<file path="src/rtl/flc_consts.svh">
// named constants of the line coder: timing, scrambler, code groups
// assumes inclusion by every design file that needs a figure
`ifndef FLC_CONSTS_SVH
`define FLC_CONSTS_SVH
`define FLC_CLK_PERIOD_NS 40
`define FLC_LINK_PERIOD_NS 320
`define FLC_LINE_RATE_MHZ 125
`define FLC_BIT_CYC (`FLC_LINK_PERIOD_NS / `FLC_CLK_PERIOD_NS)
`define FLC_PH_W 4
`define FLC_BIT_LAST `FLC_PH_W'(`FLC_BIT_CYC - 1)
`define FLC_BIT_MID `FLC_PH_W'(`FLC_BIT_CYC / 2)
`define FLC_LFSR_W 11
`define FLC_LFSR_PERIOD 11'h7FF
`define FLC_TAP_HI 10
`define FLC_TAP_LO 8
`define FLC_LFSR_SEED 11'h7FF
`define FLC_LOCK_W 5
`define FLC_LOCK_CNT 5'h1E
`define FLC_GRP_LAST 3'h4
`define FLC_GRP_MSB 4
`define FLC_CG_I 5'h1F
`define FLC_CG_J 5'h18
`define FLC_CG_K 5'h11
`define FLC_CG_T 5'h0D
`define FLC_CG_R 5'h07
`define FLC_CG_H 5'h04
`define FLC_JK 10'h311
`define FLC_PRE_NIB 4'h5
`define FLC_MLT_POS 2'h1
`define FLC_MLT_NEG 2'h3
`endif

</file>
<file path="src/rtl/flc_pkg.sv">
// types and code-group table of the line coder
// assumes nothing beyond the constants header
package flc_pkg;
   typedef enum logic [1:0] {tx_idle = 2'b00, tx_k = 2'b01, tx_data = 2'b10,
      tx_r = 2'b11} flc_tx_e;
   typedef enum logic [0:0] {rx_idle = 1'b0, rx_frame = 1'b1} flc_rx_e;
   typedef logic [4:0] flc_grp_t;

   // five-bit data code group for a nibble
   function automatic flc_grp_t flc_enc(input logic [3:0] n);
      case (n)
         4'h0: flc_enc = 5'h1E;
         4'h1: flc_enc = 5'h09;
         4'h2: flc_enc = 5'h14;
         4'h3: flc_enc = 5'h15;
         4'h4: flc_enc = 5'h0A;
         4'h5: flc_enc = 5'h0B;
         4'h6: flc_enc = 5'h0E;
         4'h7: flc_enc = 5'h0F;
         4'h8: flc_enc = 5'h12;
         4'h9: flc_enc = 5'h13;
         4'hA: flc_enc = 5'h16;
         4'hB: flc_enc = 5'h17;
         4'hC: flc_enc = 5'h1A;
         4'hD: flc_enc = 5'h1B;
         4'hE: flc_enc = 5'h1C;
         default: flc_enc = 5'h1D;
      endcase
   endfunction

   // {valid, nibble} for a received group, reverse search of the table
   function automatic logic [4:0] flc_dec(input flc_grp_t g);
      flc_dec = 5'h00;
      for (int i = 0; i < 16; i++) begin
         if (flc_enc(4'(i)) == g) begin
            flc_dec = {1'b1, 4'(i)};
         end
      end
   endfunction
endpackage

</file>
<file path="src/rtl/flc_scr_if.sv">
// carrier between the coder core and one scrambler instance
// assumes core drives the bit stream and scrambler answers
`timescale 1ns/1ps
interface flc_scr_if;
   logic bit_en;
   logic din;
   logic dout;
   logic bypass;
   logic sync;
   logic resync;
   logic locked;
   modport core(output bit_en, din, bypass, sync, resync, input dout, locked);
   modport scr(input bit_en, din, bypass, sync, resync, output dout, locked);
endinterface

</file>
<file path="src/rtl/flc_scrambler.sv">
// 11-bit lfsr scrambler, or self-synchronising descrambler when sync is set
// assumes one bit_en pulse per line bit, idle stream of ones before lock
`timescale 1ns/1ps
`include "flc_consts.svh"
module flc_scrambler (
   input wire logic clk_in,
   input wire logic rst_n_in,
   flc_scr_if.scr s
);
   logic [`FLC_LFSR_W-1:0] lfsr, next_lfsr;
   logic [`FLC_LOCK_W-1:0] lock_cnt, next_lock_cnt;
   logic lock, next_lock;
   logic key;
   logic [`FLC_LFSR_W-1:0] per_cnt;

   // key bit from taps of x^11 + x^9 + 1
   assign key = lfsr[`FLC_TAP_HI] ^ lfsr[`FLC_TAP_LO];
   assign s.dout = s.bypass ? s.din : (s.din ^ key);
   assign s.locked = s.bypass | lock;

   // lfsr advance, idle loading and lock search
   always_comb begin
      next_lfsr = lfsr;
      next_lock_cnt = lock_cnt;
      next_lock = lock;
      if (s.resync) begin
         next_lock = 1'b0;
         next_lock_cnt = '0;
      end
      if (s.bit_en) begin
         if (s.sync && !lock && !s.bypass) begin // plain ones would zero it
            next_lfsr = {lfsr[`FLC_LFSR_W-2:0], ~s.din};
            if (~s.din == key) begin
               if (lock_cnt == `FLC_LOCK_CNT) begin
                  next_lock = 1'b1;
               end else begin
                  next_lock_cnt = lock_cnt + 1'b1;
               end
            end else begin
               next_lock_cnt = '0;
            end
         end else begin
            next_lfsr = {lfsr[`FLC_LFSR_W-2:0], key};
         end
      end
   end

   always_ff @(posedge clk_in or negedge rst_n_in) begin
      if (!rst_n_in) begin
         lfsr <= `FLC_LFSR_SEED;
         lock_cnt <= '0;
         lock <= 1'b0;
      end else begin
         lfsr <= next_lfsr;
         lock_cnt <= next_lock_cnt;
         lock <= next_lock;
      end
   end

   // helper: bit count modulo the sequence length
   always_ff @(posedge clk_in or negedge rst_n_in) begin
      if (!rst_n_in) begin
         per_cnt <= '0;
      end else if (s.bit_en) begin
         per_cnt <= (per_cnt == `FLC_LFSR_PERIOD - 1'b1) ? '0 : per_cnt + 1'b1;
      end
   end
endmodule

</file>
<file path="src/rtl/flc_cdr.sv">
// clock and data recovery from the edges of the nrzi level
// assumes nrzi_in already synchronised to clk_in
`timescale 1ns/1ps
`include "flc_consts.svh"
module flc_cdr (
   input wire logic clk_in,
   input wire logic rst_n_in,
   input wire logic nrzi_in,
   output logic bit_stb_out,
   output logic nrz_out
);
   logic prev, next_prev;
   logic [`FLC_PH_W-1:0] ph, next_ph;
   logic lvl, next_lvl;
   logic next_stb, next_nrz;

   // phase snaps to each edge; sample mid-bit, transition means one
   always_comb begin
      next_prev = nrzi_in;
      if (nrzi_in != prev || ph == `FLC_BIT_LAST) begin
         next_ph = '0;
      end else begin
         next_ph = ph + 1'b1;
      end
      next_stb = (ph == `FLC_BIT_MID);
      next_lvl = next_stb ? nrzi_in : lvl;
      next_nrz = next_stb ? (nrzi_in ^ lvl) : nrz_out;
   end

   always_ff @(posedge clk_in or negedge rst_n_in) begin
      if (!rst_n_in) begin
         prev <= 1'b0;
         ph <= '0;
         lvl <= 1'b0;
         bit_stb_out <= 1'b0;
         nrz_out <= 1'b0;
      end else begin
         prev <= next_prev;
         ph <= next_ph;
         lvl <= next_lvl;
         bit_stb_out <= next_stb;
         nrz_out <= next_nrz;
      end
   end
endmodule

</file>
<file path="src/rtl/flc_line_coder.sv">
// 100 Mbit line coding path between an MII MAC and the line driver/receiver
// assumes MAC on clk_in; line bit clock and rx symbols come from outside
// Function
// - tx order: code, serialise, scramble, nrzi, mlt3
// - MII nibbles become serial line bit stream
// - code groups first, then scrambled
// - scrambled bits go nrzi, then three-level
// - rx order reverses tx path fully
// - bit timing recovered from nrzi edges
// - recovered timing converts nrzi to nrz
// - descramble before decoding code groups
// - decoded nibbles delivered to MAC
// - scrambler is 11-bit lfsr
// - sequence repeats after 2047 bits
// - descrambler uses transmitter's sequence
// - scrambling bypassed outside 100 Mbit mode
`timescale 1ns/1ps
`include "flc_consts.svh"
module flc_line_coder (
   input wire logic clk_in,
   input wire logic rst_n_in,
   input wire logic speed_100_in,
   input wire logic tx_bit_clk_in,
   input wire logic tx_en_in,
   input wire logic tx_er_in,
   input wire logic [3:0] txd_in,
   output logic tx_take_out,
   output logic mlt3_pos_out,
   output logic mlt3_neg_out,
   input wire logic rx_pos_in,
   input wire logic rx_neg_in,
   output logic rx_stb_out,
   output logic rx_dv_out,
   output logic rx_er_out,
   output logic [3:0] rxd_out,
   output logic rx_lock_out
);
   flc_scr_if tx_scr();
   flc_scr_if rx_scr();

   logic [2:0] tck;
   logic [1:0] pos_s, neg_s;
   logic tx_bit;
   logic cdr_stb, cdr_nrz;

   // two-flop synchronisers for link clock and line symbols
   always_ff @(posedge clk_in or negedge rst_n_in) begin
      if (!rst_n_in) begin
         tck <= 3'h0;
         pos_s <= 2'h0;
         neg_s <= 2'h0;
      end else begin
         tck <= {tck[1:0], tx_bit_clk_in};
         pos_s <= {pos_s[0], rx_pos_in};
         neg_s <= {neg_s[0], rx_neg_in};
      end
   end
   assign tx_bit = tck[1] & ~tck[2];

   // ---------------- transmit ----------------
   flc_pkg::flc_tx_e tx_st, next_tx_st, grp_st;
   logic [2:0] tx_bitn, next_tx_bitn;
   flc_pkg::flc_grp_t tx_sh, next_tx_sh, grp;
   logic tx_nrzi, next_tx_nrzi;
   logic [1:0] mlt, next_mlt;
   logic next_pos, next_neg;
   logic take, boundary;

   // scrambler hook-up: plain code bits in, scrambled bits out
   assign tx_scr.bit_en = tx_bit;
   assign tx_scr.din = tx_sh[`FLC_GRP_MSB];
   assign tx_scr.bypass = ~speed_100_in;
   assign tx_scr.sync = 1'b0;
   assign tx_scr.resync = 1'b0;

   flc_scrambler u_tx_scr (
      .clk_in(clk_in),
      .rst_n_in(rst_n_in),
      .s(tx_scr.scr)
   );

   // next code group chosen at each group boundary
   always_comb begin
      grp = `FLC_CG_I;
      grp_st = tx_st;
      take = 1'b0;
      case (tx_st)
         flc_pkg::tx_idle: begin
            if (tx_en_in) begin
               grp = `FLC_CG_J;
               grp_st = flc_pkg::tx_k;
               take = 1'b1;
            end
         end
         flc_pkg::tx_k: begin
            grp = `FLC_CG_K;
            grp_st = flc_pkg::tx_data;
            take = 1'b1;
         end
         flc_pkg::tx_data: begin
            if (tx_en_in) begin
               grp = tx_er_in ? `FLC_CG_H : flc_pkg::flc_enc(txd_in);
               take = 1'b1;
            end else begin
               grp = `FLC_CG_T;
               grp_st = flc_pkg::tx_r;
            end
         end
         flc_pkg::tx_r: begin
            grp = `FLC_CG_R;
            grp_st = flc_pkg::tx_idle;
         end
         default: begin
            grp = `FLC_CG_I;
            grp_st = flc_pkg::tx_idle;
         end
      endcase
   end

   assign boundary = tx_bit && (tx_bitn == `FLC_GRP_LAST);
   assign tx_take_out = boundary & take;

   // serialiser, nrzi and mlt3 steps per line bit
   always_comb begin
      next_tx_st = tx_st;
      next_tx_bitn = tx_bitn;
      next_tx_sh = tx_sh;
      next_tx_nrzi = tx_nrzi;
      next_mlt = mlt;
      if (tx_bit) begin
         next_tx_nrzi = tx_nrzi ^ tx_scr.dout;
         if (next_tx_nrzi != tx_nrzi) begin
            next_mlt = mlt + 1'b1;
         end
         if (boundary) begin
            next_tx_sh = grp;
            next_tx_bitn = 3'h0;
            next_tx_st = grp_st;
         end else begin
            next_tx_sh = {tx_sh[`FLC_GRP_MSB-1:0], 1'b0};
            next_tx_bitn = tx_bitn + 1'b1;
         end
      end
      next_pos = (next_mlt == `FLC_MLT_POS);
      next_neg = (next_mlt == `FLC_MLT_NEG);
   end

   always_ff @(posedge clk_in or negedge rst_n_in) begin
      if (!rst_n_in) begin
         tx_st <= flc_pkg::tx_idle;
         tx_bitn <= 3'h0;
         tx_sh <= `FLC_CG_I;
         tx_nrzi <= 1'b0;
         mlt <= 2'h0;
         mlt3_pos_out <= 1'b0;
         mlt3_neg_out <= 1'b0;
      end else begin
         tx_st <= next_tx_st;
         tx_bitn <= next_tx_bitn;
         tx_sh <= next_tx_sh;
         tx_nrzi <= next_tx_nrzi;
         mlt <= next_mlt;
         mlt3_pos_out <= next_pos;
         mlt3_neg_out <= next_neg;
      end
   end

   // ---------------- receive ----------------
   flc_pkg::flc_rx_e rx_st, next_rx_st;
   logic [9:0] win, next_win, nwin;
   logic [2:0] rx_cnt, next_rx_cnt;
   logic next_stb, next_dv, next_er;
   logic [3:0] next_rxd;
   logic [4:0] dec;
   logic bad;

   // mlt3 to nrzi: any non-zero level is nrzi high
   flc_cdr u_cdr (
      .clk_in(clk_in),
      .rst_n_in(rst_n_in),
      .nrzi_in(pos_s[1] | neg_s[1]),
      .bit_stb_out(cdr_stb),
      .nrz_out(cdr_nrz)
   );

   assign rx_scr.bit_en = cdr_stb;
   assign rx_scr.din = cdr_nrz;
   assign rx_scr.bypass = ~speed_100_in;
   assign rx_scr.sync = 1'b1;
   assign rx_scr.resync = bad;
   assign rx_lock_out = rx_scr.locked;

   flc_scrambler u_rx_scr (
      .clk_in(clk_in),
      .rst_n_in(rst_n_in),
      .s(rx_scr.scr)
   );

   // delimiter search, group alignment and decode
   always_comb begin
      nwin = {win[8:0], rx_scr.dout};
      dec = flc_pkg::flc_dec(nwin[`FLC_GRP_MSB:0]);
      next_win = win;
      next_rx_st = rx_st;
      next_rx_cnt = rx_cnt;
      next_stb = 1'b0;
      next_dv = rx_dv_out;
      next_er = rx_er_out;
      next_rxd = rxd_out;
      bad = 1'b0;
      if (cdr_stb) begin
         next_win = nwin;
         next_rx_cnt = (rx_cnt == `FLC_GRP_LAST) ? 3'h0 : rx_cnt + 1'b1;
         case (rx_st)
            flc_pkg::rx_idle: begin
               if (rx_scr.locked && nwin == `FLC_JK) begin
                  next_rx_st = flc_pkg::rx_frame;
                  next_rx_cnt = 3'h0;
                  next_stb = 1'b1;
                  next_dv = 1'b1;
                  next_er = 1'b0;
                  next_rxd = `FLC_PRE_NIB;
               end else if (rx_cnt == `FLC_GRP_LAST && rx_er_out) begin
                  next_stb = 1'b1;
                  next_er = 1'b0;
               end
            end
            flc_pkg::rx_frame: begin
               if (!rx_scr.locked) begin
                  next_rx_st = flc_pkg::rx_idle;
                  next_stb = 1'b1;
                  next_dv = 1'b0;
                  next_er = 1'b1;
               end else if (rx_cnt == `FLC_GRP_LAST) begin
                  next_stb = 1'b1;
                  if (dec[4]) begin
                     next_dv = 1'b1;
                     next_er = 1'b0;
                     next_rxd = dec[3:0];
                  end else if (nwin[`FLC_GRP_MSB:0] == `FLC_CG_T) begin
                     next_rx_st = flc_pkg::rx_idle;
                     next_dv = 1'b0;
                     next_er = 1'b0;
                  end else if (nwin[`FLC_GRP_MSB:0] == `FLC_CG_I) begin
                     next_rx_st = flc_pkg::rx_idle;
                     next_dv = 1'b0;
                     next_er = 1'b1;
                  end else begin
                     next_er = 1'b1;
                     bad = (nwin[`FLC_GRP_MSB:0] != `FLC_CG_H);
                  end
               end
            end
            default: next_rx_st = flc_pkg::rx_idle;
         endcase
      end
   end

   always_ff @(posedge clk_in or negedge rst_n_in) begin
      if (!rst_n_in) begin
         rx_st <= flc_pkg::rx_idle;
         win <= 10'h000;
         rx_cnt <= 3'h0;
         rx_stb_out <= 1'b0;
         rx_dv_out <= 1'b0;
         rx_er_out <= 1'b0;
         rxd_out <= 4'h0;
      end else begin
         rx_st <= next_rx_st;
         win <= next_win;
         rx_cnt <= next_rx_cnt;
         rx_stb_out <= next_stb;
         rx_dv_out <= next_dv;
         rx_er_out <= next_er;
         rxd_out <= next_rxd;
      end
   end
endmodule

</file>
<file path="config.mk">
export PLATFORM = sky130hd
export DESIGN_NAME = flc_line_coder
export DESIGN_NICKNAME = d
export VERILOG_FILES = /design/src/rtl/flc_pkg.sv /design/src/rtl/flc_scr_if.sv /design/src/rtl/flc_scrambler.sv /design/src/rtl/flc_cdr.sv /design/src/rtl/flc_line_coder.sv
export VERILOG_INCLUDE_DIRS = /design/src /design/src/rtl
export SDC_FILE = /design/constraint.sdc
export NUM_CORES = 1
export LEC_CHECK = 0
export ABC_AREA = 1
export BUFFER_PORTS_ARGS = -buffer_cell sky130_fd_sc_hd__buf_2
export CORE_ASPECT_RATIO = 0.9
export CORE_MARGIN = 4
export CORE_UTILIZATION = 40
export DETAILED_ROUTE_END_ITERATION = 8
export GPL_TIMING_DRIVEN = 0
export PLACE_DENSITY = 0.54
export SLEW_MARGIN = 10
export SYNTH_ARGS = -nofsm -noshare
export SYNTH_HDL_FRONTEND = slang
export SYNTH_SLANG_ARGS = --single-unit
</file>
<file path="constraint.sdc">
create_clock -name clk_in -period 2.01 [get_ports clk_in]
set_input_delay 0.1005 -clock clk_in [delete_from_list [all_inputs] [get_ports clk_in]]
set_output_delay 0.1005 -clock clk_in [all_outputs]
set_load 0.05 [all_outputs]
</file>
# [Word-level counts from Yosys, hierarchy flattened]
# Memory sizes are Yosys's and may differ from the RTL's.
# Index checks and enable logic that the tools add are counted.
[totals] ff_bits=78 romBits=80 in_bits=12 out_inout_bits=11 elab_cells=185 mem_count=1
[memory_table] memory="(name not given)" words=16 word_bits=5 rd=1 rd_clocked_by_memory_dff=0 write_ports=0 line="flc_pkg.sv:11" source="case (n)"
[op_classes] n_addsub=5 eq_ne=42 n_mux=85 bitwise_logic=14 n_reduce_logical=12
[ops] cell="5-bit two-way mux" n=24
[ops] cell="5-bit == test, first input constant" n=11
[ops] cell="1-bit two-way mux" n=39
[ops] cell="4-bit by 5-bit == test with 1-bit output, first input constant" n=5
[ops] cell="4-bit two-way mux" n=5
[ops] cell="5-bit case mux with 4 select lines" n=1
[ops] cell="3-bit two-way mux" n=5
[ops] cell="10-bit == test, second input constant" n=1
[ops] cell="5-bit == test, second input constant" n=2
[ops] cell="1-bit case mux with 2 select lines" n=5
[ops] cell="4-bit by 3-bit == test with 1-bit output, second input constant" n=2
[ops] cell="2-bit two-way mux" n=4
[ops] cell="2-bit inequality test, second input constant" n=4
[ops] cell="2-bit case mux with 4 select lines" n=1
[ops] cell="4-bit case mux with 2 select lines" n=1
[ops] cell="4-bit AND reduction" n=2
[ops] cell="3-bit by 1-bit adder with 3-bit output, second input constant" n=2
[ops] cell="2-bit == test, second input constant" n=3
[ops] cell="3-bit == test, second input constant" n=2
[ops] cell="1-bit bitwise XOR" n=6
[ops] cell="5-bit by 1-bit adder with 5-bit output, second input constant" n=1
[ops] cell="5-bit by 4-bit == test with 1-bit output, second input constant" n=1
[ops] cell="5-bit by 2-bit inequality test with 1-bit output, second input constant" n=1
[ops] cell="5-bit by 3-bit inequality test with 1-bit output, second input constant" n=1
[ops] cell="other kinds (18)" n=29

# [Logic depth before layout (Yosys ltp)]
[logic_depth] depth_word=30 ltp_mapped=12 depth_no_buf=12

# [Hierarchy]
# Synthesis repeated with hierarchy kept, for this count alone.
[unflattened] hier_cells=534 area_unflattened_um2=4302.9
[modules_own_cells] module="flc_line_coder" n_inst=1 cells_per_inst=276 area_per_inst_um2=2197.1 seq_area_each_um2=1032.2
[modules_own_cells] module="flc_scrambler (u_tx_scr)" n_inst=1 cells_per_inst=108 area_per_inst_um2=879.6 seq_area_each_um2=439.2
[modules_own_cells] module="flc_scrambler (u_rx_scr)" n_inst=1 cells_per_inst=109 area_per_inst_um2=863.3 seq_area_each_um2=439.2
[modules_own_cells] module="flc_cdr" n_inst=1 cells_per_inst=41 area_per_inst_um2=362.8 seq_area_each_um2=200.2

# [Worst setup path after synthesis]
# OpenSTA, ideal clock, no wires.
[synth_timing] kind="reg2out" start="register tx_bitn[0]" end="output tx_take_out" arrival_time_ns=1.591 required_ns=1.910 slack_ns=0.319 stages_incl_launch_ff=7 n_path_buf=0 path_cell_list="dfrtp_1 inv_1 ha_1 nand2_1 nor2_1 inv_1 nor2_1"
[synth_via] elab_chain_len=3
[synth_rtl] item="start, declared" line="flc_line_coder.sv:62" source="logic [2:0] tx_bitn, next_tx_bitn;"
[synth_rtl] item="start signal, assigned" line="flc_line_coder.sv:159" source="tx_bitn <= next_tx_bitn;"
[synth_rtl] item="3-bit == test (no line)"
[synth_rtl] item="1-bit logical AND" line="flc_line_coder.sv:120" source="assign boundary = tx_bit && (tx_bitn == `FLC_GRP_LAST);"
[synth_rtl] item="1-bit AND" line="flc_line_coder.sv:121" source="assign tx_take_out = boundary & take;"
[synth_rtl] item="end, declared" line="flc_line_coder.sv:27" source="output logic tx_take_out,"
# No other way between the ends.

# [Worst setup path after layout]
# Same ends and word-level chain as after synthesis.

==> results.txt <==
Outcome = completed
Post CTS Setup Buffer Count = 0
Top cells by area, synth = dfrtp_1, dfstp_2, nand2_1
Worst Hold Class = input port to async pin
PnR Total Power = 5.23 mW
Avg Inst Size Synth = 8.78 um^2
Class of the most critical setup path = flip-flop to output port
Clk pwr share = 0.226
Post-synth cell types = 44
LEAKAGE = 2.10 nW
Crit path DAT = 1.74 ns
Antenna-violating nets left = 0
Maximum vdd drop = 0.644 mV
Comb power frac = 0.331
Clk Latency, worst-skew pair = 0.34 ns
Seq/Total Area, Yosys = 0.506
Final setup viols = 0
Crit-path max cell delay = 0.39 ns
Initial antenna violation count = 0
Crit Path Max Fanout = 5
Number of fill cells = 889
CTS tree = built
Final instance area = 4410 um^2
Total GRT Usage = 0.142
Worst Hold Margin = 0.188 ns
Post-layout minimum cycle time = 1.84 ns
Async set or reset register ratio after synthesis = 1.00
TritonCTS Sinks = 77
Root Driver = clkbuf_8
Setup TNS Final = 0 ns
Cell Area, Synth = 3870 um^2
Share of layout cells above drive strength 1 = 0.233
CP cell instances = inv_1, ha_1, nand2_1, nor2_4, inv_1, nor2_1, clkbuf_4
Fin. max-slew vios = 0
Fmax = 544 MHz
Most numerous cell on the critical path = inv_1
Final nets = 502
CP delay by family, top = buffers and inverters
CTS max path bufs = 2
Die Y = 101 um
Layout area overhead = 14.0%
Tcrit/Tclk final = 0.915
YS warnings = 0
DR vias = 2,915
H-tree depth = 3
Total CTS buffers = 9
DRC = 0
Synth top area share = 0.323
Top-count cell post-synth = nand2_1
Seq pwr share = 0.443
Most common library cells after synthesis = nand2_1, dfrtp_1, inv_1
Final core occ = 0.475
Post-synth EDFFs = 0
Placer Congestion = 0.862
Max-cap check violation count = 0
Slowest stage cell, crit path = dfrtp_1
Int Power = 3.23 mW
Detailed placer's ending HPWL = 5370 um
Area after DPL = 4160 um^2
First-pass GRT wire length = 13,100 um
Initial core utilization = 0.417
Vias/cell = 4.81
Max_slew headroom = 0.681
# IOs = 23
Critical Path RT = 1.91 ns
First-pass DRT Iterations = 4
Synthesized flop and latch total = 77
Clk_skew = 0.00582 ns
Unrepaired setup endpoints after global routing = false
PwrDens = 1190 nW/um^2
CP endpoint kind = output port
Largest net degree at the start of global routing = 59
Hold Violations, Final = 0
Mapped Cells = 441
Global route total overflow = 0
Final WL = 7400 um
Sw Ratio = 0.383
Worst-Margin Slew = 0.479 ns
Clock Pin Slew Worst Setup and Hold Paths = 0.08 ns
Site row count = 33
Crit path launch type = flip-flop
Number of port buffers = 22
Yosys top cell by area = dfrtp_1
WL per Instance = 12.2 um
Syn nets = 464
DIE WIDTH = 112 um
Vias in the first global route = 2,813
Ys flop type = dfrtp_1
Total Die Area = 11,300 um^2
Initial DRC Count = 136
Core box area = 9290 um^2
N_diodes = 0
P_sw = 2.00 mW
Buf/Inv on CP = 3
stage by stage:
| step | worst slack, ns | cells |
|---|---|---|
| floorplan | 0.319 | 441 |
| finish | 0.171 | 606 |
| CTS | 0.0285 | 606 |
| global route | 0.0172 | 606 |
| global placement | 0.274 | 585 |
| detailed placement | 0.261 | 586 |
flip-flops by register name, summed over array words and instances, names as in the netlist, 2 cells and up:
name / cells
mlt: 2
neg_s: 2
pos_s: 2
rx_cnt: 3
rxd_out: 4
tck: 3
tx_bitn: 3
tx_sh: 5
tx_st: 2
u_cdr.ph: 4
u_rx_scr.lfsr: 11
u_rx_scr.lock_cnt: 5
u_tx_scr.lfsr: 11
win: 9
logic make-up (layout without fill, tap and decap cells):
| group | Yosys count | count (layout) | share of synthesized area |
|---|---|---|---|
| adder cells (fa/ha/maj) | 11 | 11 | 0.0356 |
| buffers and inverters | 70 | 113 | 0.0769 |
| AO/OA/AOI/OAI | 71 | 71 | 0.107 |
| flip-flops | 77 | 77 | 0.506 |
| multiplexers | 1 | 1 | 0.00259 |
| XOR/XNOR | 8 | 8 | 0.0181 |
| AND/OR/NAND/NOR | 203 | 203 | 0.253 |
path summary, 6_finish.rpt:
path,start,to,slack [ns],cells after the start
worst max-delay path,tx_bitn[0],tx_take_out,0.17,7
worst min-delay path,rst_n_in,win[2],0.19,2
worst max register to register,u_rx_scr.lfsr[10],u_rx_scr.lock,0.26,11
worst min register to register,tck[0],tck[1],0.35,0
max in group asynchronous,rst_n_in,u_rx_scr.lfsr[7],1.20,3
min in group clk_in,tx_en_in,tx_sh[0],0.21,4
layer usage:
layer	wire [um]	share of wire	global-route usage	vias up
met5	0	0	0	-
met4	117	0.016	0.0458	0
met3	215	0.029	0.0376	9
met2	3070	0.41	0.212	38
met1	4000	0.54	0.202	1373
li1	-	-	-	1495
cell usage in the layout (no fill, tap or decap), types with 3 or more instances in the layout:
cell type / count
buf_6: 3
nand3_1: 25
a21oi_1: 12
nand2_4: 3
nor3_1: 7
inv_1: 50
or2_2: 3
dfrtp_1: 50
nand2_2: 6
clkbuf_1: 7
o21ai_0: 40
nor2_1: 24
nand2_1: 110
clkinv_2: 3
nor2_2: 5
inv_2: 7
ha_1: 11
nand3_2: 6
dfstp_2: 27
clkbuf_8: 10
dlygate4sd3_1: 4
xor2_1: 6
buf_2: 20
nand4_1: 5
area by class of cell:
type	instances	area [um^2]	area share
inverter	60	238	0.0539
clock inverter	6	61.3	0.0139
sequential	77	1960	0.444
timing repair buffer	27	183	0.0414
clock buffer	10	138	0.0312
tap	122	153	0.0346
multi-input combinational	294	1620	0.367
buffer	10	60.1	0.0136
repair_timing:
item | in CTS | in global routing
hold buffers | 4 | 0
endpoints found under the setup margin | 0 | 1
hold endpoints to repair | 57 | 0
resized for setup | 0 | 3
power groups by stage:
stage	Clock, mW	Combinational (mW)	Sequential, mW
finish	1.18	1.73	2.32
global route	1.30	2.00	2.38
CTS	1.23	1.74	2.32
detailed placement	0	1.73	2.35
global placement	0	1.69	2.34
floorplan	0	1.23	2.41
Power figures use the tool's default switching activity.
